$ cat src/hw/cpsr_pkg.sv
// package: constants for the configuration memory sequential readout block
package cpsr_pkg;
  localparam int unsigned ADDR_W        = 10;
  localparam int unsigned DATA_W        = 8;
  localparam int unsigned FIFO_DEPTH    = 32;
  localparam int unsigned FIFO_PTR_W    = 5;
  localparam logic [9:0]  TERMINAL_ADDR = 10'h3ff;
  localparam logic [9:0]  ADDR_RESET    = 10'h000;
  localparam logic [2:0]  BIT_RESET     = 3'h0;
  localparam logic [7:0]  DATA_RESET    = 8'h00;
  localparam int unsigned RESET_HOLD_CYC = 2;
endpackage

$ cat src/hw/cpsr_top.sv
// file: sequential readout of a stored configuration bitstream
`timescale 1ns/1ps
//
// What this block does
// - each config_clock rising edge with a word loaded advances bit (serial) or address (parallel) only with select low, enable high.
// - enable/reset low holds counter reset and floats parallel_data_bus outputs.
// - enable/reset pin is open drain, driven low while internal reset active.
// - select high means standby, counter reset, all parallel_data_bus outputs floated.
// - serial mode sends one bit per clock on serial_data_out.
// - parallel mode sends one byte per clock on parallel_data_bus.
// - serial mode keeps upper seven data outputs always floated.
// - outputs valid once enabled, next word shortly after each rising edge.
// - cascade output drives next select; clocks and data shared in chain.
// - cascade output low only past terminal_count while enabled; else high.
module cpsr_top (
  // system clock and reset
  input  wire logic       clk_sys_in,
  input  wire logic       rst_b_in,
  // link pins
  input  wire logic       config_clock_in,
  input  wire logic       chip_select_n_in,
  input  wire logic       oe_reset_n_in,
  output logic            oe_reset_n_out,
  output logic            oe_reset_n_oe_out,
  input  wire logic       serial_mode_in,
  // data pins
  output logic            serial_data_out,
  output logic      [7:0] parallel_data_bus_out,
  output logic      [7:0] parallel_data_bus_oe_out,
  output logic            cascade_enable_out_n_out,
  // stored bitstream read port
  output logic      [9:0] mem_addr_out,
  output logic            mem_req_out,
  input  wire logic [7:0] mem_data_in
);
  ////////////////////////////////////////////////////////////////////////////
  logic       rst_meta_reg, rst_sync_reg;
  logic [1:0] clk_s_reg;
  logic [1:0] cs_s_reg;
  logic [1:0] oe_s_reg;
  logic [1:0] mode_s_reg;
  logic       clk_prev_reg;
  logic [9:0] addr_reg;
  logic       past_tc_reg;
  logic [2:0] bit_reg;
  logic [7:0] word_reg;
  logic       have_word_reg;
  logic       int_rst_reg;
  logic [1:0] hold_reg;

  always_ff @(posedge clk_sys_in or negedge rst_b_in) begin
    if (!rst_b_in) begin
      rst_meta_reg <= 1'b0;
      rst_sync_reg <= 1'b0;
    end else begin
      rst_meta_reg <= 1'b1;
      rst_sync_reg <= rst_meta_reg;
    end
  end

  // two flip-flops on every pin input
  // the mode strap too: it may be moved while the part sits in standby
  always_ff @(posedge clk_sys_in or negedge rst_sync_reg) begin
    if (!rst_sync_reg) begin
      clk_s_reg    <= 2'h0;
      cs_s_reg     <= 2'h3;
      oe_s_reg     <= 2'h0;
      mode_s_reg   <= 2'h0;
      clk_prev_reg <= 1'b0;
    end else begin
      clk_s_reg    <= {clk_s_reg[0], config_clock_in};
      cs_s_reg     <= {cs_s_reg[0], chip_select_n_in};
      oe_s_reg     <= {oe_s_reg[0], oe_reset_n_in};
      mode_s_reg   <= {mode_s_reg[0], serial_mode_in};
      clk_prev_reg <= clk_s_reg[1];
    end
  end

  ////////////////////////////////////////////////////////////////////////////
  wire selected  = !cs_s_reg[1];
  wire enabled   = oe_s_reg[1];
  wire active    = selected && enabled;
  wire clk_rise  = clk_s_reg[1] && !clk_prev_reg;
  wire serial_mode = mode_s_reg[1];
  wire last_bit  = serial_mode ? (bit_reg == 3'h7) : 1'b1;
  // an edge with no word loaded is dropped rather than skipping a byte
  wire step      = active && clk_rise && have_word_reg;
  wire word_done = step && last_bit;
  wire take_word = !have_word_reg || word_done;
  wire at_tc     = (addr_reg == cpsr_pkg::TERMINAL_ADDR);

  // one increment shared by the fetch and the output address counters
  function automatic logic [9:0] addr_inc(input logic [9:0] a);
    return a + 10'h001;
  endfunction

  // fifo prefetches bytes so the link never waits on the store
  logic       fifo_in_ready;
  logic       fifo_out_valid;
  logic [7:0] fifo_out_data;
  logic       fetch_reg;
  logic [9:0] fetch_addr_reg;
  logic       fetch_done_reg;
  wire        fifo_pop = fifo_out_valid && take_word;
  // one read in flight at most, so the fifo's own ready already leaves room for it
  wire        fetch_go = fifo_in_ready && !fetch_done_reg && !fetch_reg && active;

  assign mem_addr_out = fetch_addr_reg;
  assign mem_req_out  = fetch_go;

  cpsr_fifo #(
    .WIDTH (cpsr_pkg::DATA_W),
    .DEPTH (cpsr_pkg::FIFO_DEPTH),
    .PTR_W (cpsr_pkg::FIFO_PTR_W)
  ) cpsr_fifo_inst (
    .clk_in        (clk_sys_in),
    .rst_b_in      (rst_sync_reg),
    .flush_in      (!active),
    .in_valid_in   (fetch_reg),
    .in_ready_out  (fifo_in_ready),
    .in_data_in    (mem_data_in),
    .out_valid_out (fifo_out_valid),
    .out_ready_in  (take_word),
    .out_data_out  (fifo_out_data)
  );

  always_ff @(posedge clk_sys_in or negedge rst_sync_reg) begin
    if (!rst_sync_reg) begin
      fetch_reg      <= 1'b0;
      fetch_addr_reg <= cpsr_pkg::ADDR_RESET;
      fetch_done_reg <= 1'b0;
    end else if (!active) begin
      fetch_reg      <= 1'b0;
      fetch_addr_reg <= cpsr_pkg::ADDR_RESET;
      fetch_done_reg <= 1'b0;
    end else begin
      fetch_reg <= fetch_go;
      if (fetch_go) begin
        fetch_addr_reg <= addr_inc(fetch_addr_reg);
        fetch_done_reg <= (fetch_addr_reg == cpsr_pkg::TERMINAL_ADDR);
      end
    end
  end

  ////////////////////////////////////////////////////////////////////////////
  // address counter and output word
  always_ff @(posedge clk_sys_in or negedge rst_sync_reg) begin
    if (!rst_sync_reg) begin
      addr_reg      <= cpsr_pkg::ADDR_RESET;
      past_tc_reg   <= 1'b0;
      bit_reg       <= cpsr_pkg::BIT_RESET;
      word_reg      <= cpsr_pkg::DATA_RESET;
      have_word_reg <= 1'b0;
    end else if (!active) begin
      addr_reg      <= cpsr_pkg::ADDR_RESET;
      past_tc_reg   <= 1'b0;
      bit_reg       <= cpsr_pkg::BIT_RESET;
      have_word_reg <= 1'b0;
    end else begin
      if (step) begin
        bit_reg <= last_bit ? cpsr_pkg::BIT_RESET : bit_reg + 3'h1;
      end
      if (word_done) begin
        addr_reg <= addr_inc(addr_reg);
        if (at_tc) begin
          past_tc_reg <= 1'b1;
        end
      end
      if (fifo_pop) begin
        word_reg      <= fifo_out_data;
        have_word_reg <= 1'b1;
      end else if (word_done) begin
        have_word_reg <= 1'b0;
      end
    end
  end

  // internal reset pulls the shared open-drain line low for a short hold
  always_ff @(posedge clk_sys_in or negedge rst_sync_reg) begin
    if (!rst_sync_reg) begin
      int_rst_reg <= 1'b1;
      hold_reg    <= 2'h0;
    end else if (hold_reg != 2'(cpsr_pkg::RESET_HOLD_CYC)) begin
      hold_reg <= hold_reg + 2'h1;
    end else begin
      int_rst_reg <= 1'b0;
    end
  end

  ////////////////////////////////////////////////////////////////////////////
  // pins are fed from flops; the extra cycle is far inside a link half period
  wire        cur_bit   = word_reg[3'h7 - bit_reg];
  wire  [7:0] lane_next = serial_mode ? {7'h00, cur_bit} : word_reg;
  wire        out_on    = active && have_word_reg;
  logic [7:0] lane_reg;
  logic       sbit_reg;
  logic       drive_reg;

  always_ff @(posedge clk_sys_in or negedge rst_sync_reg) begin
    if (!rst_sync_reg) begin
      lane_reg  <= cpsr_pkg::DATA_RESET;
      sbit_reg  <= 1'b0;
      drive_reg <= 1'b0;
    end else begin
      lane_reg  <= lane_next;
      sbit_reg  <= cur_bit;
      drive_reg <= out_on;
    end
  end

  assign oe_reset_n_out           = 1'b0;
  assign oe_reset_n_oe_out        = int_rst_reg || !rst_sync_reg;
  assign serial_data_out          = sbit_reg;
  assign parallel_data_bus_out    = lane_reg;
  // upper lanes float in serial mode regardless of stored byte
  assign parallel_data_bus_oe_out = !drive_reg ? 8'h00
                                  : (serial_mode ? 8'h01 : 8'hff);
  assign cascade_enable_out_n_out = !(active && past_tc_reg);
endmodule

$ cat src/hw/cpsr_fifo.sv
// file: parameterised flip-flop fifo with valid/ready on both sides
`timescale 1ns/1ps
module cpsr_fifo #(
  parameter int unsigned WIDTH = 8,
  parameter int unsigned DEPTH = 32,
  parameter int unsigned PTR_W = 5
) (
  // clock and reset
  input  wire logic             clk_in,
  input  wire logic             rst_b_in,
  input  wire logic             flush_in,
  // fill side
  input  wire logic             in_valid_in,
  output logic                  in_ready_out,
  input  wire logic [WIDTH-1:0] in_data_in,
  // drain side
  output logic                  out_valid_out,
  input  wire logic             out_ready_in,
  output logic      [WIDTH-1:0] out_data_out
);
  logic [WIDTH-1:0] mem_reg [DEPTH];
  logic [PTR_W-1:0] wr_reg;
  logic [PTR_W-1:0] rd_reg;
  logic [PTR_W:0]   cnt_reg;
  wire              push = in_valid_in && in_ready_out;
  wire              pop  = out_valid_out && out_ready_in;

  assign in_ready_out  = (cnt_reg != (PTR_W+1)'(DEPTH));
  assign out_valid_out = (cnt_reg != '0);
  assign out_data_out  = mem_reg[rd_reg];

  always_ff @(posedge clk_in) begin
    if (push) begin
      mem_reg[wr_reg] <= in_data_in;
    end
  end

  always_ff @(posedge clk_in or negedge rst_b_in) begin
    if (!rst_b_in) begin
      wr_reg  <= '0;
      rd_reg  <= '0;
      cnt_reg <= '0;
    end else if (flush_in) begin
      wr_reg  <= '0;
      rd_reg  <= '0;
      cnt_reg <= '0;
    end else begin
      if (push) begin
        wr_reg <= (wr_reg == PTR_W'(DEPTH-1)) ? '0 : wr_reg + PTR_W'(1);
      end
      if (pop) begin
        rd_reg <= (rd_reg == PTR_W'(DEPTH-1)) ? '0 : rd_reg + PTR_W'(1);
      end
      cnt_reg <= cnt_reg + (PTR_W+1)'(push) - (PTR_W+1)'(pop);
    end
  end
endmodule

$ cat config.mk
export PLATFORM = sky130hd
export DESIGN_NAME = cpsr_top
export DESIGN_NICKNAME = d
export VERILOG_FILES = /design/src/hw/cpsr_pkg.sv /design/src/hw/cpsr_top.sv /design/src/hw/cpsr_fifo.sv
export SDC_FILE = /design/constraint.sdc
export NUM_CORES = 1
export LEC_CHECK = 0
export ABC_CLOCK_PERIOD_IN_PS = 2650
export BUFFER_PORTS_ARGS = -buffer_cell sky130_fd_sc_hd__buf_2
export CORE_UTILIZATION = 62
export DETAILED_ROUTE_END_ITERATION = 7
export GPL_TIMING_DRIVEN = 0
export MAX_ROUTING_LAYER = met4
export PLACE_DENSITY = 0.8
export SKIP_LAST_GASP = 1
export SLEW_MARGIN = 40
export SYNTH_ARGS = -nofsm -noshare
export SYNTH_HDL_FRONTEND = slang
export SYNTH_HIERARCHICAL = 1
export SYNTH_SLANG_ARGS = --single-unit
$ cat constraint.sdc
create_clock -name clk_sys_in -period 2.65 [get_ports clk_sys_in]
set_input_delay 0.53 -clock clk_sys_in [delete_from_list [all_inputs] [get_ports clk_sys_in]]
set_output_delay 0.53 -clock clk_sys_in [all_outputs]
set_load 0.005 [all_outputs]
# Yosys cells after proc, flatten, opt, wreduce, memory -nomap -nowiden
# Memory sizes are Yosys's and may differ from the RTL's. A register that Yosys moved wholly into a read port is not among the register bits.
# Cells that the tools add are included.
[totals]
regBits = 67
ramBits = 256
output_inout_bits = 31
memories = 1
[mem_list]
columns = ["name", "depth", "word_bits", "read_ports", "rd_clocked_by_memory_dff", "wr", "line", "text"]
rows = [
  ["cpsr_fifo_inst.mem_reg", 32, 8, 1, 1, 1, "cpsr_fifo.sv:21", "logic [WIDTH-1:0] mem_reg [DEPTH];"],
]
[op_classes]
n_addsub = 9
magnitude_cmp = 1
n_eq_ne = 14
muxes = 31
reduce_logical = 25
[ops]
columns = ["cell", "n"]
rows = [
  ["2-to-1 mux 10 bit", 4],
  ["2-to-1 mux 5 bit", 6],
  ["2-to-1 mux 8 bit", 3],
  ["adder 10 x 1 -> 10 bit, second input constant", 2],
  ["== test 10 bit, second input constant", 2],
  ["2-to-1 mux 1 bit", 13],
  ["logical AND 1 bit", 12],
  ["adder 5 x 1 -> 5 bit, second input constant", 2],
  ["== test 5 bit, second input constant", 2],
  ["!= test 2 x 1 -> 1 bit, second input constant", 5],
  ["2-to-1 mux 3 bit", 3],
  ["logical NOT 1 bit", 8],
  ["adder 6 x 1 -> 6 bit", 1],
  ["2-to-1 mux 6 bit", 1],
  ["!= test 6 bit, second input constant", 1],
  ["nonzero test 6 bit", 1],
  ["subtractor 6 x 1 -> 6 bit", 1],
  ["less-than comparator 3 x 4 -> 1 bit, second input constant", 1],
  ["!= test 2 bit, second input constant", 2],
  ["AND reduction 2 bit", 2],
  ["adder 3 x 1 -> 3 bit, second input constant", 1],
  ["binary-select mux 1 bit (select 3 bit)", 1],
  ["== test 3 bit, second input constant", 1],
  ["!= test 3 x 1 -> 1 bit, second input constant", 1],
  ["3 further kinds", 4],
]

# Depth between registers and ports, before layout
[depth]
ltp_word = 9
depth_mapped = 15
ltp_nobuf = 15

# Modules after synthesis
# The synthesis kept the hierarchy.
[by_module_without_submodules]
columns = ["mod", "instances", "cells_per_inst", "area_each_um2", "seq_area_each_um2"]
rows = [
  ["cpsr_fifo", 1, 620, 11055.6, 8087.8],
  ["cpsr_top", 1, 209, 2472.4, 1480.2],
]

# Worst setup path before layout
# OpenSTA, ideal clock, no wires.
[synth_path]
kind = "flip-flop to flip-flop"
from = "register bit_reg[0]"
to = "register cpsr_fifo_inst.cnt_reg[4]"
setup_time_ns = 0.132
arrival_time_ns = 2.741
required_ns = 2.518
setup_slack_ns = -0.223
stages_incl_launch_ff = 16
n_path_buf = 0
synth_period_minus_slack_ns = 2.873
cell_sequence = "dfrtp_1 ha_1 ha_1 nand2b_1 nand3_2 nand2_1 nand2_1 inv_1 ha_1 inv_1 ha_1 fa_1 a21oi_1 o21bai_1 xnor2_1 nor2_1"
[synth_via]
elab_chain_len = 7
[synth_lines]
columns = ["item", "line", "text"]
rows = [
  ["start, declared", "cpsr_top.sv:45", "logic [2:0] bit_reg;"],
  ["start signal, assigned", "cpsr_top.sv:151", "bit_reg <= cpsr_pkg::BIT_RESET;"],
  ["start signal, assigned", "cpsr_top.sv:157", "bit_reg <= cpsr_pkg::BIT_RESET;"],
  ["start signal, assigned", "cpsr_top.sv:161", "bit_reg <= last_bit ? cpsr_pkg::BIT_RESET : bit_reg + 3'h1;"],
  ["== test 3 bit", "cpsr_top.sv:85", "wire last_bit = serial_mode ? (bit_reg == 3'h7) : 1'b1;"],
  ["2-to-1 mux 1 bit", "cpsr_top.sv:85", ""],
  ["logical AND 1 bit", "cpsr_top.sv:88", "wire word_done = step && last_bit;"],
  ["logical OR 1 bit", "cpsr_top.sv:89", "wire take_word = !have_word_reg || word_done;"],
  ["via take_word", "cpsr_top.sv:89", ""],
  ["logical AND 1 bit", "cpsr_fifo.sv:26", "wire pop = out_valid_out && out_ready_in;"],
  ["subtractor 6 x 1 -> 6 bit", "cpsr_fifo.sv:54", "cnt_reg <= cnt_reg + (PTR_W+1)'(push) - (PTR_W+1)'(pop);"],
  ["2-to-1 mux 6 bit", "cpsr_fifo.sv:43", "end else if (flush_in) begin"],
  ["end signal, assigned", "cpsr_fifo.sv:54", ""],
  ["end, declared", "cpsr_fifo.sv:24", "logic [PTR_W:0] cnt_reg;"],
]
# The timed path passes the listed nets, and every way through them passes these cells.
# A chain may end at the register's enable or synchronous reset.

# Worst setup path after layout
[layout_path]
from = "register bit_reg[1]"
to = "register cpsr_fifo_inst.cnt_reg[4]"
# The elaborated chain is that of the path after synthesis.

==> qor.csv <==
stage,metric,value,unit
status,status,"finished, final reports clean",
critical_path,path_max_fanout,4,
synthesis,syn_inst_count,829,
timing,hold_viol_final,0,
drt,drc_errors,0,
pwr,power.share.combinational,13.8,%
critical_path,cpLargestDelayFamily,adder cells,
pwr,switching_power,2.90,mW
timing,slew_limit_headroom,43.8,%
synthesis,synth_nets,865,
pwr,internal-power,9.37,mW
cts,numClockSinks,331,
finish,area_growth_syn_to_layout,14.1,%
timing,fin_skew,15.4,ps
synthesis,yosys.cell_count.top_type,edfxtp_1,
drt,dr.pass1.iters,7,
critical_path,endpoint_kind,flop,
drt,detail_route.wirelength,27.7,mm
synthesis,netlist_top_cells_area,"edfxtp_1 57%, dfrtp_1 13%, mux4_2 4.8%",
pwr,max-vdd-ir-drop,0.730,mV
cts,ctsRootBufferMaster,clkbuf_16,
floorplanning,start_util,63.7,%
timing,report.final.setup_viol,0,
worst_hold_path,min_path_type,in -> reg,
timing,period_share,99.1,%
finish,antenna_cells_inserted,0,
timing,slew_viol_final,0,
placed_design,place.gp.congestion,0.878,
placed_design,hpwlAfterDp,17.6,mm
synthesis,synth_edf_count,256,
critical_path,worst_path_cell_chain,ha_2 -> ha_4 -> nand2b_4 -> nand3_4 -> nand2_4 -> nand2_4 -> inv_2 -> ha_4 -> inv_2 -> ha_4 -> fa_2 -> a21oi_2 -> o21bai_1 -> xnor2_1 -> nor2_1,
critical_path,crit_top_cell,ha_4,
synthesis,synth_commonest_cells,"256 x edfxtp_1, 72 x dfrtp_1, 64 x mux2i_1, 59 x nor2_1, 37 x nand3_1",
placed_design,numPlacedInstances,1148,
global_routing,number_of_antenna_violations_at_the_first_check_in_global_routing,0,
finish,stdcell_count,1219,
global_routing,grt_first_pass_wirelength,42.4,mm
critical_path,cp-start-kind,flop,
synthesis,synthesis.yosys.warnings,6,
timing,grt_setup_unrepaired,yes,
pwr,power.share.switching,23.7,%
pwr,cellPowerDensity,795,nW/um^2
finish,largest_reg_flops,256,
drt,dr.first_iter.drc_count,719,
drt,wl_per_cell,22.8,um
synthesis,synth_cell_types,62,
global_routing,grt.overflow.total,0,
global_routing,global_route.usage.met3,3.66,%
critical_path,cp.arrival,2990,ps
floorplanning,top_level_ports,45,
drt,dr_total_vias,7534,
floorplanning,fp-row-count,53,
timing,worst_slew_pin_slew,840,ps
floorplanning,dieWidth,150,um
job,drv.max_cap_violation_count,0,
global_routing,grt_usage,26.6,%
floorplanning,die-height,150,um
global_routing,grt_most_used_layer,met2,
critical_path,critical-path-max-stage-delay,410,ps
pwr,power_frac_seq,48.3,%
cts,tritoncts,yes,
synthesis,seq_area_frac_synth,70.7,%
drt,drt-vias-per-instance,6.18,
floorplanning,die_area,22400,sq um
finish,final_nets,954,
synthesis,postSynth.topFlopCell,edfxtp_1,
synthesis,synth.largest_area_cell,edfxtp_1,
critical_path,slowest_stage,dfrtp_1,
finish,layout-drive-gt1-share,22.9,%
synthesis,synth.cell_area,13500,sq um
pwr,power.clock.fraction,37.9,%
timing,period_minus_slack,2630,ps
timing,fmax,381,MHz
synthesis,avgSynthCellArea,16.3,sq um
global_routing,grt_start_max_net_pins,42,
global_routing,vias_in_the_first_global_route,7577,
cts,clkSlewWorstSetupHoldPaths,60,ps
cts,skew_pair_late_insertion_delay,510,ps
cts,htreeDepth,2,
pwr,power.leakage,5.34,nW
synthesis,synth_top_area_share,56.8,%
synthesis,postSynthRegisterBits,331,
global_routing,groute.layer.met1.usage,36.5,%
critical_path,required_time_of_the_critical_path,3010,ps
critical_path,cp.buffers_inverters,2,
placed_design,port_buffers,43,
timing,timing.hold.ws,124,ps
global_routing,grtUsageMet2,41.8,%
synthesis,ys_async_sr_fraction,22.7,%
cts,clock_tree.buffer_depth,3,
drt,antenna_left,0,
critical_path,setup.worst_path.class,reg -> reg,
cts,cts_inserted_buffers,34,
floorplanning,core_area,21200,sq um
==> timing repair <==
action,CTS,global route
resized for setup,14,17
setup buffers,5,4
endpoints found under the setup margin,11,11
endpoints found under the hold margin,2,0
pin swaps,3,9
hold buffers,1,0
cloned,0,0
==> power by group through the flow <==
stage | logic, mW | clock network (mW) | registers, mW
after CTS | 1.59 | 4.72 | 5.92
after floorplan | 0.975 | 0 | 6.00
after detailed placement | 1.41 | 0 | 6.02
final | 1.69 | 4.66 | 5.93
after global placement | 1.33 | 0 | 6.02
after global routing | 1.83 | 4.91 | 5.95
==> layer usage <==
metal  vias to the layer above  routed length, um
met5                         -                  0
met4                         0                668
met3                        50               1760
met2                       278              13700
met1                      3829              11600
li1                       3377                  -
==> through the flow <==
step	util (%)	TNS [ps]	total power [mW]	setup slack [ps]	area, sq um
2_1_floorplan	-	0	6.97	1.43	13600
3_3_place_gp	66.5	-31540	7.35	-777	14100
3_5_place_dp	66.6	-1230	7.43	-330	14100
4_1_cts	72.3	-47.2	12.2	-47.2	15300
5_1_grt	72.8	-121	12.7	-83.3	15400
6_report	72.8	0	12.3	24.0	15400
==> cell type report <==
class | count | area (sq um)
fillers | 1295 | 5780
plain buffers | 45 | 264
flip-flops and latches | 331 | 9570
well taps | 275 | 344
multi-input cells | 434 | 3770
clock buffers | 45 | 976
inverters | 18 | 70.1
repair buffers | 54 | 313
clock inverters | 17 | 133
==> cell usage in the layout (no fill, tap or decap), types with 6 or more instances in the layout <==
master,instances
a22o_1,8
mux2_2,10
ha_1,16
a22oi_1,32
or3_1,7
edfxtp_1,256
nand2_1,26
xnor2_1,10
clkinv_2,13
nand4_1,6
mux2i_1,64
dfrtp_1,70
nand3_1,37
clkbuf_16,37
o21ai_0,15
nor2_1,54
clkbuf_1,19
a21oi_1,17
buf_4,20
inv_1,15
nor2b_1,14
mux4_2,29
buf_2,54
==> worst paths after layout <==
path	from	to	slack, ps	depth (start not counted)
setup / recovery	bit_reg[1]	cpsr_fifo_inst/cnt_reg[4]	20	15
hold / removal	chip_select_n_in	cs_s_reg[0]	120	1
setup reg to reg	bit_reg[1]	cpsr_fifo_inst/cnt_reg[4]	20	15
hold reg to reg	rst_sync_reg	mem_addr_out[3]	290	0
max in group asynchronous	rst_sync_reg	int_rst_reg	1690	1
min in group asynchronous	rst_sync_reg	mem_addr_out[3]	290	0
==> cells by family after synthesis <==
kind of cell,synth area share [%]
mux,11.4
simple gates,7.49
other cells,0.0555
compound gates,4.89
xor+xnor,0.971
buf+inv,2.40
flops,70.7
fa+ha+maj,2.09
(Power assumes the default switching activity.)
